==> src/pgit_pkg.sv <==
/*
 Package of the power gating interval timer: state types, carriers,
 timing constants and reset values.
 Assumes one 100 MHz clock and an external converter giving the interval in ms.
*/
// Behaviour
// Timer mode repeats gate-low once per interval
// One-shot mode pulses once after power-up
// Gate-low lasts interval minus 50 ms
// Gate high for last 50 ms
// Gate defaults high during resistor reading
// Gate goes low at interval start
// Only rising completion edge counts
// First completion per interval acts, rest ignored
// Host holds completion at least 100 ns
// Completion during gate-low ends pulse early
// Measure once, then enter strapped mode
// Mode strap is hard wired
// One-shot manual on gives one pulse
// Manual request ignored while gate low
// Manual during reading aborts, restarts on release
// Manual valid after 20 ms high
// Manual input debounced on both edges
// Gate low within 10 ms of manual
// Manual clears counters, resumes on release
// Manual held keeps gate low, ignores completion
// Falling edge spacing equals programmed interval
// After reading, pin high means manual request
// Conversion takes at most 120 ms
// Interval code counted with millisecond tick
package pgit_pkg;
    localparam int IVL_W = 23;
    localparam int TICK_W = 24;
    localparam int DB_W = 6;
    localparam int CONV_W = 8;
    localparam int CLK_PERIOD_NS = 10;
    localparam int MS_TIME_NS = 1000000;
    localparam int MS_CYCLES = MS_TIME_NS / CLK_PERIOD_NS;
    localparam int DONE_MIN_NS = 100;
    localparam int DONE_MIN_CYCLES = (DONE_MIN_NS + CLK_PERIOD_NS - 1) / CLK_PERIOD_NS;
    localparam logic [IVL_W-1:0] GATE_OFF_TAIL_MS = 23'h000032;
    localparam logic [IVL_W-1:0] INTERVAL_MIN_MS = 23'h000064;
    localparam logic [IVL_W-1:0] INTERVAL_MAX_MS = 23'h6ddd00;
    localparam logic [DB_W-1:0] MANUAL_ON_MIN_HOLD_MS = 6'h14;
    localparam logic [DB_W-1:0] MANUAL_ON_OBS_MS = 6'h1e;
    localparam logic [DB_W-1:0] MANUAL_ON_DELAY_MS = 6'h0a;
    localparam logic [CONV_W-1:0] CONV_TYP_MS = 8'h64;
    localparam logic [CONV_W-1:0] CONV_MAX_MS = 8'h78;
    localparam logic RST_GATE_N = 1'b1;
    localparam logic RST_CONV_EN = 1'b1;

    typedef enum logic [2:0] {
        ST_MEASURE,
        ST_ABORT,
        ST_ON,
        ST_TAIL,
        ST_IDLE,
        ST_MANUAL
    } pgit_state_t;

    typedef struct packed {
        logic valid;
        logic [IVL_W-1:0] interval_ms;
    } pgit_conv_t;

    typedef struct packed {
        logic gate_drive_n;
        logic conv_enable;
        logic timer_mode;
        logic manual_active;
    } pgit_status_t;

    typedef struct packed {
        logic stable;
        logic [DB_W-1:0] cnt;
    } pgit_db_t;
endpackage

==> src/pgit_debounce.sv <==
/*
 Debouncer of the manual power-on level, both edges.
 Assumes a synchronised input and a one-cycle millisecond tick on clk.
*/
`timescale 1ns/1ns
module pgit_debounce #(
    parameter logic [pgit_pkg::DB_W-1:0] HOLD_MS = pgit_pkg::MANUAL_ON_MIN_HOLD_MS
) (
    // Clock and reset
    input wire logic clk,
    input wire logic rst,
    // Timing
    input wire logic ms_tick,
    // Level
    input wire logic level_in,
    output logic level_out
);
    pgit_pkg::pgit_db_t r;
    pgit_pkg::pgit_db_t next_r;

    // A change must hold HOLD_MS whole ticks, so a level is judged well inside 30 ms
    always_comb begin
        next_r = r;
        if (level_in == r.stable) begin
            next_r.cnt = '0;
        end else if (ms_tick) begin
            if (r.cnt + 1'b1 >= HOLD_MS) begin
                next_r.stable = level_in;
                next_r.cnt = '0;
            end else begin
                next_r.cnt = r.cnt + 1'b1;
            end
        end
    end

    always_ff @(posedge clk or posedge rst) begin
        if (rst) begin
            r <= '0;
        end else begin
            r <= next_r;
        end
    end

    assign level_out = r.stable;
endmodule

==> src/pgit_core.sv <==
/*
 Power gating interval timer core: start-up reading sequence, interval
 counting, gate drive, completion handling and manual power-on.
 Assumes an external analog converter that reports the interval in ms,
 and asynchronous pins for strap, completion and the shared manual pin.
*/
`timescale 1ns/1ns
module pgit_core #(
    parameter int MS_CYCLES = pgit_pkg::MS_CYCLES
) (
    // Clock and reset
    input wire logic clk,
    input wire logic rst,
    // Pins from the board
    input wire logic mode_strap,
    input wire logic done_pin,
    input wire logic interval_resistor_manual_on_pin,
    // Analog converter
    input wire pgit_pkg::pgit_conv_t conv,
    // Outputs
    output logic gate_drive_n,
    output logic conv_enable,
    output logic timer_mode,
    output logic manual_active
);
    typedef struct packed {
        pgit_pkg::pgit_state_t st;
        logic [pgit_pkg::IVL_W-1:0] interval;
        logic [pgit_pkg::IVL_W-1:0] ms_count;
        logic [pgit_pkg::TICK_W-1:0] tick_div;
        logic tick;
        logic [pgit_pkg::CONV_W-1:0] conv_ms;
        logic [1:0] done_sync;
        logic done_prev;
        logic [1:0] strap_sync;
        logic [1:0] man_sync;
        logic [1:0] warm;
        logic done_armed;
        pgit_pkg::pgit_status_t out;
    } pgit_core_t;

    localparam logic [pgit_pkg::TICK_W-1:0] TICK_LAST = pgit_pkg::TICK_W'(MS_CYCLES - 1);

    pgit_core_t r;
    pgit_core_t next_r;
    logic manual_level;
    logic done_rise;
    logic [pgit_pkg::IVL_W-1:0] on_limit;
    logic [pgit_pkg::IVL_W-1:0] ivl_last;
    logic ivl_end;
    logic [pgit_pkg::IVL_W-1:0] code;

    // Debounced manual request; the reading path uses the raw synced level
    pgit_debounce #(
        .HOLD_MS(pgit_pkg::MANUAL_ON_MIN_HOLD_MS)
    ) u_debounce (
        .clk(clk),
        .rst(rst),
        .ms_tick(r.tick),
        .level_in(r.man_sync[1]),
        .level_out(manual_level)
    );

    always_comb begin
        // Edge seen only on the second synchroniser stage
        done_rise = r.done_sync[1] & ~r.done_prev;
        on_limit = r.interval - pgit_pkg::GATE_OFF_TAIL_MS;
        ivl_last = r.interval - 1'b1;
        ivl_end = r.tick && (r.ms_count >= ivl_last);
        // Out-of-range codes are clamped rather than trusted
        if (conv.interval_ms < pgit_pkg::INTERVAL_MIN_MS) begin
            code = pgit_pkg::INTERVAL_MIN_MS;
        end else if (conv.interval_ms > pgit_pkg::INTERVAL_MAX_MS) begin
            code = pgit_pkg::INTERVAL_MAX_MS;
        end else begin
            code = conv.interval_ms;
        end
    end

    always_comb begin
        next_r = r;
        next_r.done_sync = {r.done_sync[0], done_pin};
        next_r.done_prev = r.done_sync[1];
        next_r.strap_sync = {r.strap_sync[0], mode_strap};
        next_r.man_sync = {r.man_sync[0], interval_resistor_manual_on_pin};
        next_r.warm = {r.warm[0], 1'b1};

        // Millisecond tick from the free-running oscillator clock
        if (r.tick_div >= TICK_LAST) begin
            next_r.tick_div = '0;
            next_r.tick = 1'b1;
        end else begin
            next_r.tick_div = r.tick_div + 1'b1;
            next_r.tick = 1'b0;
        end

        unique case (r.st)
            pgit_pkg::ST_MEASURE: begin
                next_r.out.conv_enable = 1'b1;
                next_r.out.gate_drive_n = 1'b1;
                if (r.tick) begin
                    next_r.conv_ms = r.conv_ms + 1'b1;
                end
                if (!r.warm[1]) begin
                    // Synchronisers still hold reset zeros, so strap and pin are not trusted yet
                    next_r.st = pgit_pkg::ST_MEASURE;
                end else if (r.man_sync[1]) begin
                    // Reading is thrown away and redone later
                    next_r.st = pgit_pkg::ST_ABORT;
                    next_r.out.conv_enable = 1'b0;
                end else if (conv.valid) begin
                    // The only place the interval and the mode are taken
                    next_r.interval = code;
                    next_r.out.timer_mode = r.strap_sync[1];
                    next_r.out.conv_enable = 1'b0;
                    next_r.out.gate_drive_n = 1'b0;
                    next_r.ms_count = '0;
                    next_r.done_armed = 1'b1;
                    next_r.st = pgit_pkg::ST_ON;
                end else if (r.conv_ms >= pgit_pkg::CONV_MAX_MS) begin
                    // A hung converter is retried through the abort path
                    next_r.st = pgit_pkg::ST_ABORT;
                    next_r.out.conv_enable = 1'b0;
                end
            end
            pgit_pkg::ST_ABORT: begin
                next_r.out.conv_enable = 1'b0;
                next_r.out.gate_drive_n = 1'b1;
                next_r.conv_ms = '0;
                if (!r.man_sync[1]) begin
                    next_r.st = pgit_pkg::ST_MEASURE;
                    next_r.out.conv_enable = 1'b1;
                end
            end
            pgit_pkg::ST_ON: begin
                if (r.tick) begin
                    next_r.ms_count = r.ms_count + 1'b1;
                end
                if (done_rise && r.done_armed) begin
                    // Only the first edge of an interval is honoured
                    next_r.done_armed = 1'b0;
                    next_r.out.gate_drive_n = 1'b1;
                    next_r.st = r.out.timer_mode ? pgit_pkg::ST_TAIL : pgit_pkg::ST_IDLE;
                end else if (r.tick && (r.ms_count + 1'b1 >= on_limit)) begin
                    next_r.out.gate_drive_n = 1'b1;
                    next_r.st = r.out.timer_mode ? pgit_pkg::ST_TAIL : pgit_pkg::ST_IDLE;
                end
                // Manual request ignored here since the gate is already low
            end
            pgit_pkg::ST_TAIL: begin
                if (done_rise) begin
                    next_r.done_armed = 1'b0;
                end
                if (manual_level) begin
                    next_r.st = pgit_pkg::ST_MANUAL;
                    next_r.out.gate_drive_n = 1'b0;
                    next_r.ms_count = '0;
                end else if (ivl_end) begin
                    // Falling edges stay one interval apart
                    next_r.ms_count = '0;
                    next_r.done_armed = 1'b1;
                    next_r.out.gate_drive_n = 1'b0;
                    next_r.st = pgit_pkg::ST_ON;
                end else if (r.tick) begin
                    next_r.ms_count = r.ms_count + 1'b1;
                end
            end
            pgit_pkg::ST_IDLE: begin
                // One-shot rest: counters stand still until a manual request
                next_r.ms_count = '0;
                if (manual_level) begin
                    next_r.st = pgit_pkg::ST_MANUAL;
                    next_r.out.gate_drive_n = 1'b0;
                end
            end
            pgit_pkg::ST_MANUAL: begin
                // Counters held cleared while the request stands
                next_r.ms_count = '0;
                next_r.out.gate_drive_n = 1'b0;
                next_r.done_armed = 1'b1;
                if (!manual_level) begin
                    // Counting resumes on the debounced release
                    next_r.st = pgit_pkg::ST_ON;
                end
                // Completion edges fall through unused here
            end
        endcase

        next_r.out.manual_active = (next_r.st == pgit_pkg::ST_MANUAL);
    end

    always_ff @(posedge clk or posedge rst) begin
        if (rst) begin
            r <= '0;
            r.st <= pgit_pkg::ST_MEASURE;
            r.out.gate_drive_n <= pgit_pkg::RST_GATE_N;
            r.out.conv_enable <= pgit_pkg::RST_CONV_EN;
        end else begin
            r <= next_r;
        end
    end

    assign gate_drive_n = r.out.gate_drive_n;
    assign conv_enable = r.out.conv_enable;
    assign timer_mode = r.out.timer_mode;
    assign manual_active = r.out.manual_active;
endmodule

==> config.mk <==
export PLATFORM = sky130hd
export DESIGN_NAME = pgit_core
export DESIGN_NICKNAME = d
export VERILOG_FILES = /design/src/pgit_pkg.sv /design/src/pgit_debounce.sv /design/src/pgit_core.sv
export SDC_FILE = /design/constraint.sdc
export NUM_CORES = 1
export LEC_CHECK = 0
export ABC_CLOCK_PERIOD_IN_PS = 4300
export BUFFER_PORTS_ARGS = -buffer_cell sky130_fd_sc_hd__buf_4
export CORE_UTILIZATION = 25
export CTS_BUF_LIST = sky130_fd_sc_hd__clkbuf_4 sky130_fd_sc_hd__clkbuf_8
export DETAILED_ROUTE_END_ITERATION = 12
export GPL_ROUTABILITY_DRIVEN = 0
export GPL_TIMING_DRIVEN = 0
export PLACE_DENSITY = 0.49
export SLEW_MARGIN = 5
export SYNTH_ARGS = -nofsm -noshare
export SYNTH_HDL_FRONTEND = slang
export SYNTH_SLANG_ARGS = --single-unit
==> constraint.sdc <==
create_clock -name clk -period 4.3 [get_ports clk]
set_clock_uncertainty 0.05 [all_clocks]
set_input_delay 1.29 -clock clk [delete_from_list [all_inputs] [get_ports clk]]
set_output_delay 1.29 -clock clk [all_outputs]
set_load 0.05 [all_outputs]
### Word level (Yosys, flattened, before mapping)

Cells that the tools add are included.

| word-level totals | value |
|---|---|
| flip-flop bits (word level) | 103 |
| bits in latches | 0 |
| memory bits (writable) | 0 |
| bits in read-only memories | 0 |
| bits of input ports | 29 |
| output and inout port bits | 4 |
| logic and storage cells | 113 |
| memories | 0 |

| cells by class | value |
|---|---|
| add/sub/neg operators | 6 |
| multipliers | 0 |
| div/mod/pow operators | 0 |
| order comparisons | 7 |
| equal/unequal tests | 15 |
| shift-type cells | 0 |
| mux-type cells | 48 |
| bitwise operators | 4 |
| reduce and logical (&&, ||, !) cells | 15 |

Operators by type and width:

| operator | number |
|---|---|
| two-way mux 23 bit | 8 |
| case mux 23 bit (4 select lines) | 1 |
| >= comparator 23 bit | 2 |
| two-way mux 3 bit | 12 |
| two-way mux 25 bit | 1 |
| adder 24 x 1 -> 24 bit (second input constant) | 1 |
| >= comparator 24 x 17 -> 1 bit (second input constant) | 1 |
| adder 23 x 1 -> 23 bit (second input constant) | 1 |
| greater-than comparator 23 bit (second input constant) | 1 |
| less-than comparator 23 x 7 -> 1 bit (second input constant) | 1 |
| subtractor 23 x 1 -> 23 bit (second input constant) | 1 |
| subtractor 23 x 6 -> 23 bit (second input constant) | 1 |
| two-way mux 6 bit | 3 |
| case mux 3 bit (6 select lines) | 1 |
| case mux 8 bit (2 select lines) | 1 |
| two-way mux 1 bit | 13 |
| inequality test 2 bit (second input constant) | 5 |
| equality test 3 bit (second input constant) | 3 |
| adder 8 x 1 -> 8 bit (second input constant) | 1 |
| >= comparator 8 x 7 -> 1 bit (second input constant) | 1 |
| two-way mux 8 bit | 1 |
| AND reduction 4 bit | 2 |
| nonzero test 4 bit | 2 |
| adder 6 x 1 -> 6 bit (second input constant) | 1 |
| 21 further kinds | 30 |

### Logic depth before layout (Yosys ltp)

Gate-level depths: netlist of run 1.

| logic depth | value |
|---|---|
| word-level depth | 7 |
| depth in mapped cells | 18 |
| depth with buffers taken out | 17 |

### By module

Synthesis of run 1 repeated with hierarchy kept, for this count alone.

| unflattened totals | value |
|---|---|
| cell total of the unflattened synthesis | 760 |
| area total of the unflattened synthesis | 6796.5 µm² |

By module, submodules not included:

| module | times used | cells an instance | area an instance (µm²) | sequential area each (µm²) |
|---|---|---|---|---|
| pgit_core | 1 | 714 | 6348.6 | 2404.8 |
| pgit_debounce | 1 | 46 | 447.9 | 175.2 |

### Worst setup path before layout of run 1

OpenSTA, ideal clock, no wires.

| timing | value |
|---|---|
| kind | register -> register |
| from | reg r[71] in the netlist's numbering |
| to | reg, netlist name gate_drive_n |
| setup time | 0.082 ns |
| data arrival time | 3.729 ns |
| data required time | 4.168 ns |
| setup slack | 0.439 ns |
| cell stages (with the launch flop) | 17 |
| buffers on the path | 0 |
| period minus slack after synthesis | 3.861 ns |
| path through | dfrtp_1 inv_1 ha_1 and2b_1 nor3b_2 nand2_2 or4_4 or2_4 xor2_1 ha_1 and4_1 nor4b_1 a211oi_1 nor3_1 nor4_1 a211oi_1 mux2_2 |

| between the ends | value |
|---|---|
| word-level cells in the longest chain between the ends | 5 |
| elaborated cells on any way between the ends | 9 |
| classes of those cells | 2 x add/sub; 2 x order compare; 2 x eq/ne; 3 x reduce/logical |

RTL lines:

| item | line | source |
|---|---|---|
| start: declaration | pgit_core.sv:44 | `pgit_core_t r;` |
| start signal: assignment | pgit_core.sv:199 | `r <= next_r;` |
| subtractor 23 x 6 -> 23 bit or subtractor 23 x 1 -> 23 bit (tied branches) | pgit_core.sv:67, pgit_core.sv:68 |  |
| >= comparator 23 bit (on tied branches) | pgit_core.sv:144, pgit_core.sv:69 |  |
| logical AND 1 bit (on tied branches) | pgit_core.sv:144, pgit_core.sv:69 |  |
| inequality test 3 bit (no line) or inequality test 3 x 2 -> 1 bit (tied branches) | n/a |  |
| AND reduction 3 bit (no line) (*) | n/a |  |

Mark *: on every way between the ends. The rest lies on a longest branch, timed or not.
A chain may end at the register's enable or synchronous reset.

### Worst setup path in the final report of run 1

| timing | value |
|---|---|
| from | reg r[71] in the netlist's numbering |
| to | reg, netlist name gate_drive_n |

| between the ends | value |
|---|---|
| word-level cells in the longest chain between the ends | 5 |
| elaborated cells on any way between the ends | 9 |
| classes of those cells | 2 x add/sub; 2 x order compare; 2 x eq/ne; 3 x reduce/logical |

RTL lines:

| item | line |
|---|---|
| subtractor 23 x 6 -> 23 bit or subtractor 23 x 1 -> 23 bit (tied branches) | pgit_core.sv:67, pgit_core.sv:68 |
| >= comparator 23 bit (on tied branches) | pgit_core.sv:144, pgit_core.sv:69 |
| logical AND 1 bit (on tied branches) | pgit_core.sv:144, pgit_core.sv:69 |
| inequality test 3 bit (no line) or inequality test 3 x 2 -> 1 bit (tied branches) | n/a |
| AND reduction 3 bit (no line) (*) | n/a |

Marks and branches as above.

==> results_dict.tcl, run 1 <==
set metrics [dict create \
    outcome "complete, no violations" \
    cts_tree "yes" \
    synth-compound-area-share_pct 13.9 \
    cp_cell_sequence "inv_2, ha_2, and2b_1, nor3b_4, nand2_2, or4_4, or2_4, xor2_1, ha_1, and4_1, nor4b_4, a211oi_2, nor3_2, nor4_1, a211oi_2, mux2_2" \
    drv_slew 0 \
    hp-start "next_r[10]" \
    final-instance-count-excl-fill 1150 \
    worst_slew_pin_slew_ns 0.672 \
    fill_cells 2805 \
    area.sequential_sq_um 2580 \
    route.detailed.drc 0 \
    synth_mux_area_share_pct 1.07 \
    cts_root_buffer "clkbuf_8" \
    drt_iter0_drc 254 \
    setup_viol 0 \
    io_pins 33 \
    clk_latency_ns 0.39 \
    cp_slowest_cell "or4_4" \
    hp-class "flip-flop to flip-flop" \
    fmax_mhz 242 \
    areaGrowthSynthToFinish_pct 15.2 \
    wl_um 16500 \
    reg2regPathDepth 16 \
    port_buffers 32 \
    finalNetCount 894 \
    total_power_w 0.00397 \
    grt_max_degree 89 \
    powerDensity_nw_per_um2 508 \
    antenna_found_initial 0 \
    drtPass1Iterations 4 \
    switchingPower_w 0.00177 \
    stdcell_area_sq_um 7820 \
    yosysTopAreaCell "dfrtp_1" \
    grt-ovfl-total 0 \
    cpPeakStageDelay_ns 0.52 \
    antennaDiodeCount 0 \
    synth_seq_area_share_pct 38.0 \
    maxSlewHeadroom_pct 55.0 \
    row_count 59 \
    route.vias.total 5409 \
    multi_input_comb_area_sq_um 4090 \
    period_share_pct 96.0 \
    ys_types 67 \
    hold_depth 0 \
    critPathMostFrequentCell "a211oi_2" \
    dp_hpwl_um 12600 \
    synth_seq_cells 103 \
    cp_max_fo 4 \
    synth_top_family_by_area "simple AND/OR/NAND/NOR gates" \
    grt_pass1_vias 5229 \
    arrival_ns 4.40 \
    power_frac_clock_pct 15.0 \
    coreArea_sq_um 26400 \
    cp_num_cells 16 \
    synthAdderAreaFrac_pct 9.96 \
    path_class "flip-flop to flip-flop" \
    fp.dieW_um 167 \
    maxCapViolations 0 \
    syn_inst 754 \
    clk_pin_slew_worst_paths_ns 0.10 \
    clock_sinks 103 \
    synth_top_area_share_pct 37.3 \
    synth.cell_area_sq_um 6780 \
    static-leakage-power_nw 3.32 \
    r2r_end "gate_drive_n" \
    vdd.ir_drop.worst_v 0.000177 \
    whs_endpoint "r[10]" \
    cp_top_family "simple AND/OR/NAND/NOR gates" \
    required_ns 4.58 \
    cts_made_buffers 9 \
    r2r-start "r[71]" \
    initial_core_util_pct 25.7 \
    internal-power_w 0.00219 \
    post_drt_via_cell_ratio 4.70 \
    die_y_um 167 \
    synthSimpleGateAreaFrac_pct 23.3 \
    endpoint_kind "flip-flop" \
    yosys_most_used_dff "dfrtp_1" \
    synth_edf_count 0 \
    drive_gt1_share_pct 11.9 \
    cp_num_buf_inv 1 \
    switching_share_pct 44.7 \
    routedWlPerCell_um 14.3 \
    syn_area_per_cell_sq_um 9.00 \
    clockBufferDepth 2 \
    track_usage_pct 12.3 \
    synth_warnings 0 \
    finalHoldViolCount 0 \
    netlist_top_cells_area "dfrtp_1 (37%), ha_1 (10%), xnor2_1 (6.1%)" \
    antenna_left 0 \
    htree_levels 3 \
    ys_async_sr_fraction_pct 100 \
    hold_buffers 0 \
    dieArea_sq_um 27800 \
    timing.setup.tns_ns 0 \
    placed_area_sq_um 7500 \
    synth_xor_area_share_pct 10.6 \
    cp-start-kind "flip-flop" \
    place_inst 1128 \
    seq_power_share_pct 34.0 \
    grt_pass1_wl_um 27300 \
    p_comb_share_pct 51.0 \
    layout_min_cycle_time_ns 4.13 \
    r2r_slack_ns 0.17 \
]
[worst reg2reg max path, stage by stage (launching register included)]
cell	delay (ns)
dfrtp_1	0.42
inv_2	0.09
ha_2	0.20
and2b_1	0.17
nor3b_4	0.23
nand2_2	0.12
or4_4	0.52
or2_4	0.28
xor2_1	0.15
ha_1	0.29
and4_1	0.25
nor4b_4	0.24
a211oi_2	0.14
nor3_2	0.21
nor4_1	0.09
a211oi_2	0.27
mux2_2	0.36
[area by class of cell]
| cell class | count | share of cell area (%) |
|---|---|---|
| multi-input cells | 607 | 52.3 |
| flip-flops and latches | 103 | 33.0 |
| well taps | 335 | 5.36 |
| repair buffers | 40 | 4.19 |
| plain buffers | 32 | 1.94 |
| clock buffers | 9 | 1.59 |
| inverters | 18 | 0.929 |
| clock inverters | 6 | 0.656 |
[worst max-delay path by stage]
stage / startpoint / to / slack, ns
after detailed placement: r[71] / r[57] / -0.28
after floorplan: rst / manual_active / 0.26
after global placement: rst / r[70] / -1.26
after global routing: r[71] / r[54] / -0.005
after CTS: r[71] / gate_drive_n / 0.002
final: r[71] / gate_drive_n / 0.17
[cell usage in the layout (no fill, tap or decap), drive strengths merged, types with 3 or more instances in the layout]
master / count
or3: 4
nor2b: 7
a22o: 6
nand4: 16
a32o: 12
o31ai: 4
nand3b: 7
mux2i: 5
nand2b: 7
nand2: 85
xnor2: 47
nor4: 12
ha: 54
inv: 22
o41ai: 3
nand3: 28
a2bb2oi: 3
conb: 8
buf: 47
or4: 6
a21oi: 38
xor2: 35
nor2: 80
dfrtp: 101
a211oi: 3
o21ai: 50
a31oi: 9
and4: 5
and3: 14
nor3: 24
clkbuf: 34
and2: 8
[through the flow]
step / hold WS, ns / setup WS (ns) / utilization, %
after global routing: 0.319 / -0.00547 / 29.7
final: 0.312 / 0.173 / 29.7
after global placement: 0.283 / -1.26 / 28.3
after detailed placement: 0.286 / -0.283 / 28.5
after floorplan: 0.281 / 0.259 / -
after CTS: 0.313 / 0.00190 / 29.3
[Yosys cell counts, types with 4 or more instances]
master      n
a21oi_1    38
a22o_1      5
a31oi_1     9
a32o_1     12
and2_1      8
and3_1     14
and4_1      5
buf_2       5
clkbuf_1   24
dfrtp_1   101
ha_1       54
inv_1      18
mux2i_1     5
nand2_1    84
nand2b_1    7
nand3_1    28
nand3b_1    7
nand4_1    16
nor2_1     79
nor2b_1     7
nor3_1     19
nor3_2      4
nor4_1     10
o21ai_0    48
or3_1       4
xnor2_1    47
xor2_1     35
[sequential cells by signal, indices dropped and copies added, names as in the netlist]
| signal | flops |
|---|---|
| next_r | 5 |
| u_debounce.level_out | 1 |
| timer_mode | 1 |
| gate_drive_n | 1 |
| conv_enable | 1 |
| u_debounce.r | 6 |
| manual_active | 1 |
| r | 87 |
[power groups by stage]
stage / clock [W] / combinational [W] / sequential, W
final: 0.000595 / 0.00202 / 0.00135
after global routing: 0.000670 / 0.00229 / 0.00138
after CTS: 0.000623 / 0.00199 / 0.00136
after detailed placement: 0 / 0.00196 / 0.00138
after global placement: 0 / 0.00193 / 0.00137
after floorplan: 0 / 0.00145 / 0.00136
[per-layer routing]
metal	up-vias	part of all wire, %	GRT usage, %	routed length [um]
met5	-	0	0	0
met3	10	2.2	1.78	368
met1	2538	52	17.3	8530
li1	2804	-	-	-
met4	0	1.1	3.99	186
met2	57	45	19.3	7420
[logic make-up after synthesis]
kind of cell,count (synthesis)
AO/OA/AOI/OAI,146
XOR/XNOR,82
adder cells (fa/ha/maj),54
buffers and inverters,50
flip-flops,103
multiplexers,7
other,2
AND/OR/NAND/NOR,310
[timing repair]
action	4_1_cts	5_1_grt
buffers inserted	1	6
setup endpoints to repair	23	25
pin swaps	2	3
resized for setup	8	13
hold endpoints to repair	0	0
No activity file was read; power rests on OpenSTA's default activity.
==> run 2, diff against run 1 <==
- ABC_CLOCK_PERIOD_IN_PS: 4300 -> 4750
- CORE_UTILIZATION: 25 -> 48
- PLACE_DENSITY: 0.49 -> 0.75
- clock period: 4.3 -> 4.75 ns (I/O delays scaled with it)
==> run 2 against run 1 <==
Compared with the run above:
- critical path depth up 1
- power fell by 12%
- utilization increased by 25 points
- setup slack better by 0.13 ns
- wire length shrank 12%
- worst hold slack got worse by 0.0073 ns
- combinational power is 14% lower
==> results_dict.tcl, run 2 (synthesis results as in run 1) <==
set metrics [dict create \
    track_usage_pct 21.3 \
    finalNetCount 891 \
    outcome "complete, no violations" \
    finalHoldViolCount 0 \
    place_ws_ns 0.233 \
    antenna_left 0 \
    clk_pin_slew_worst_paths_ns 0.11 \
    clockBufferDepth 2 \
    grt_pass1_vias 5133 \
    drv_slew 0 \
    cp_max_fo 5 \
    dp_hpwl_um 11100 \
    drtPass1Iterations 6 \
    maxSlewHeadroom_pct 55.2 \
    routedWlPerCell_um 14.7 \
    whs_endpoint "next_r[11]" \
    cp-start-kind "flip-flop" \
    final_cell_mix "dfrtp_1 (101), nand2_1 (84), nor2_1 (79)" \
    cts_tree "yes" \
    cts_root_buffer "clkbuf_8" \
    cts_made_buffers 9 \
    route.detailed.drc 0 \
    wl_um 14600 \
    hold_buffers 0 \
    areaGrowthSynthToFinish_pct 10.7 \
    hp-start "next_r[13]" \
    r2r_end "r[65]" \
    largest_register_ffs 87 \
    powerDensity_nw_per_um2 466 \
    hp-class "flip-flop to flip-flop" \
    grt_max_degree 60 \
    arrival_ns 4.68 \
    antennaDiodeCount 0 \
    total_power_w 0.00350 \
    rsz0062_at_grt "no" \
    setup_viol 0 \
    initial_core_util_pct 49.1 \
    route.vias.total 5564 \
    grt-ovfl-total 0 \
    drt_iter0_drc 294 \
    coreArea_sq_um 13800 \
    period_share_pct 93.7 \
    clock_sinks 103 \
    endpoint_kind "flip-flop" \
    clk_latency_ns 0.40 \
    static-leakage-power_nw 3.27 \
    hold_depth 0 \
    final_util_pct 54.3 \
    htree_levels 3 \
    setup_slack_ns 0.300 \
    antenna_found_initial 0 \
    maxCapViolations 0 \
    grt_pass1_wl_um 24700 \
    layout_min_cycle_time_ns 4.45 \
    row_count 43 \
    port_buffers 32 \
    drive_gt1_share_pct 10.2 \
    regMostFlops "r" \
    vdd.ir_drop.worst_v 0.000283 \
    io_pins 33 \
    die_y_um 121 \
    dieArea_sq_um 14600 \
    fmax_mhz 225 \
    fill_cells 1259 \
    reg2regPathDepth 17 \
    required_ns 4.98 \
    layout_commonest_cell "dfrtp_1" \
    fp.dieW_um 121 \
    path_class "flip-flop to flip-flop" \
    cts_resized 0 \
    post_drt_via_cell_ratio 5.60 \
    r2r_slack_ns 0.30 \
    worst_slew_pin_slew_ns 0.669 \
    r2r-start "r[72]" \
]
## run 2: cell types whose count changed in the layout (fill, tap and decap cells not counted), moves of 2 or more
| cell | before | now |
|---|---|---|
| a211oi_1 | 1 | 3 |
| o41ai_2 | 2 | 0 |
| o41ai_1 | 1 | 3 |
| a211oi_2 | 2 | 0 |
| buf_2 | 3 | 5 |
| buf_6 | 5 | 1 |
## run 2: layer usage
layer / track usage, % / share of wire (%)
met5: 0 / 0
met4: 9.34 / 2.6
met3: 2.63 / 3.3
met2: 33.0 / 46
met1: 30.0 / 48
## run 2: critical path, stage by stage (launching register included)
cell and delay [ns]:
dfrtp_1 0.44, inv_1 0.11, ha_1 0.20, and2b_1 0.16, nor3b_2 0.25, nand2_2 0.12
or4_4 0.51, or2_4 0.28, xor2_1 0.16, ha_1 0.29, and4_1 0.24, nor4b_1 0.16
a211oi_1 0.36, nor2_1 0.14, o31ai_4 0.29, buf_4 0.20, nand2_1 0.12, o41ai_1 0.27
## run 2: where the power goes
part	internal, W	switching (W)	total [W]
Clock	0.000201	0.000330	0.000531
Combinational	0.000704	0.00104	0.00174
Sequential	0.00105	0.000169	0.00122
## run 2: worst max-delay path by stage
| stage | startpoint | to | slack (ns) | cells after the start |
|---|---|---|---|---|
| after detailed placement | r[72] | r[53] | 0.23 | 17 |
| after floorplan | rst | manual_active | 0.57 | 1 |
| final | r[72] | r[65] | 0.30 | 17 |
| after global placement | rst | r[47] | -0.62 | 2 |
| after CTS | r[72] | r[68] | 0.22 | 17 |
| after global routing | r[71] | gate_drive_n | 0.05 | 16 |
## run 2: final cells by class
type                       instances  area (sq um)  area share [%]
clock buffer                      10           131            1.75
tap                              180           225            3.00
clock inverter                     6          43.8           0.583
sequential                       103          2580            34.4
multi-input combinational        607          4020            53.6
buffer                            32           139            1.85
inverter                          18          70.1           0.933
timing repair buffer              37           298            3.97
## run 2: through the flow
step	hold slack, ns	std cells	setup TNS [ns]	instance area (sq um)
after floorplan	0.281	760	0	6810
after global placement	0.282	972	-61.44	7270
after detailed placement	0.287	973	0	7300
after CTS	0.310	989	0	7480
after global routing	0.317	993	0	7510
final	0.304	993	0	7510
## run 2: what timing repair did
action,CTS,global route
endpoints found under the setup margin,0,5
setup buffers,0,4
endpoints found under the hold margin,0,0
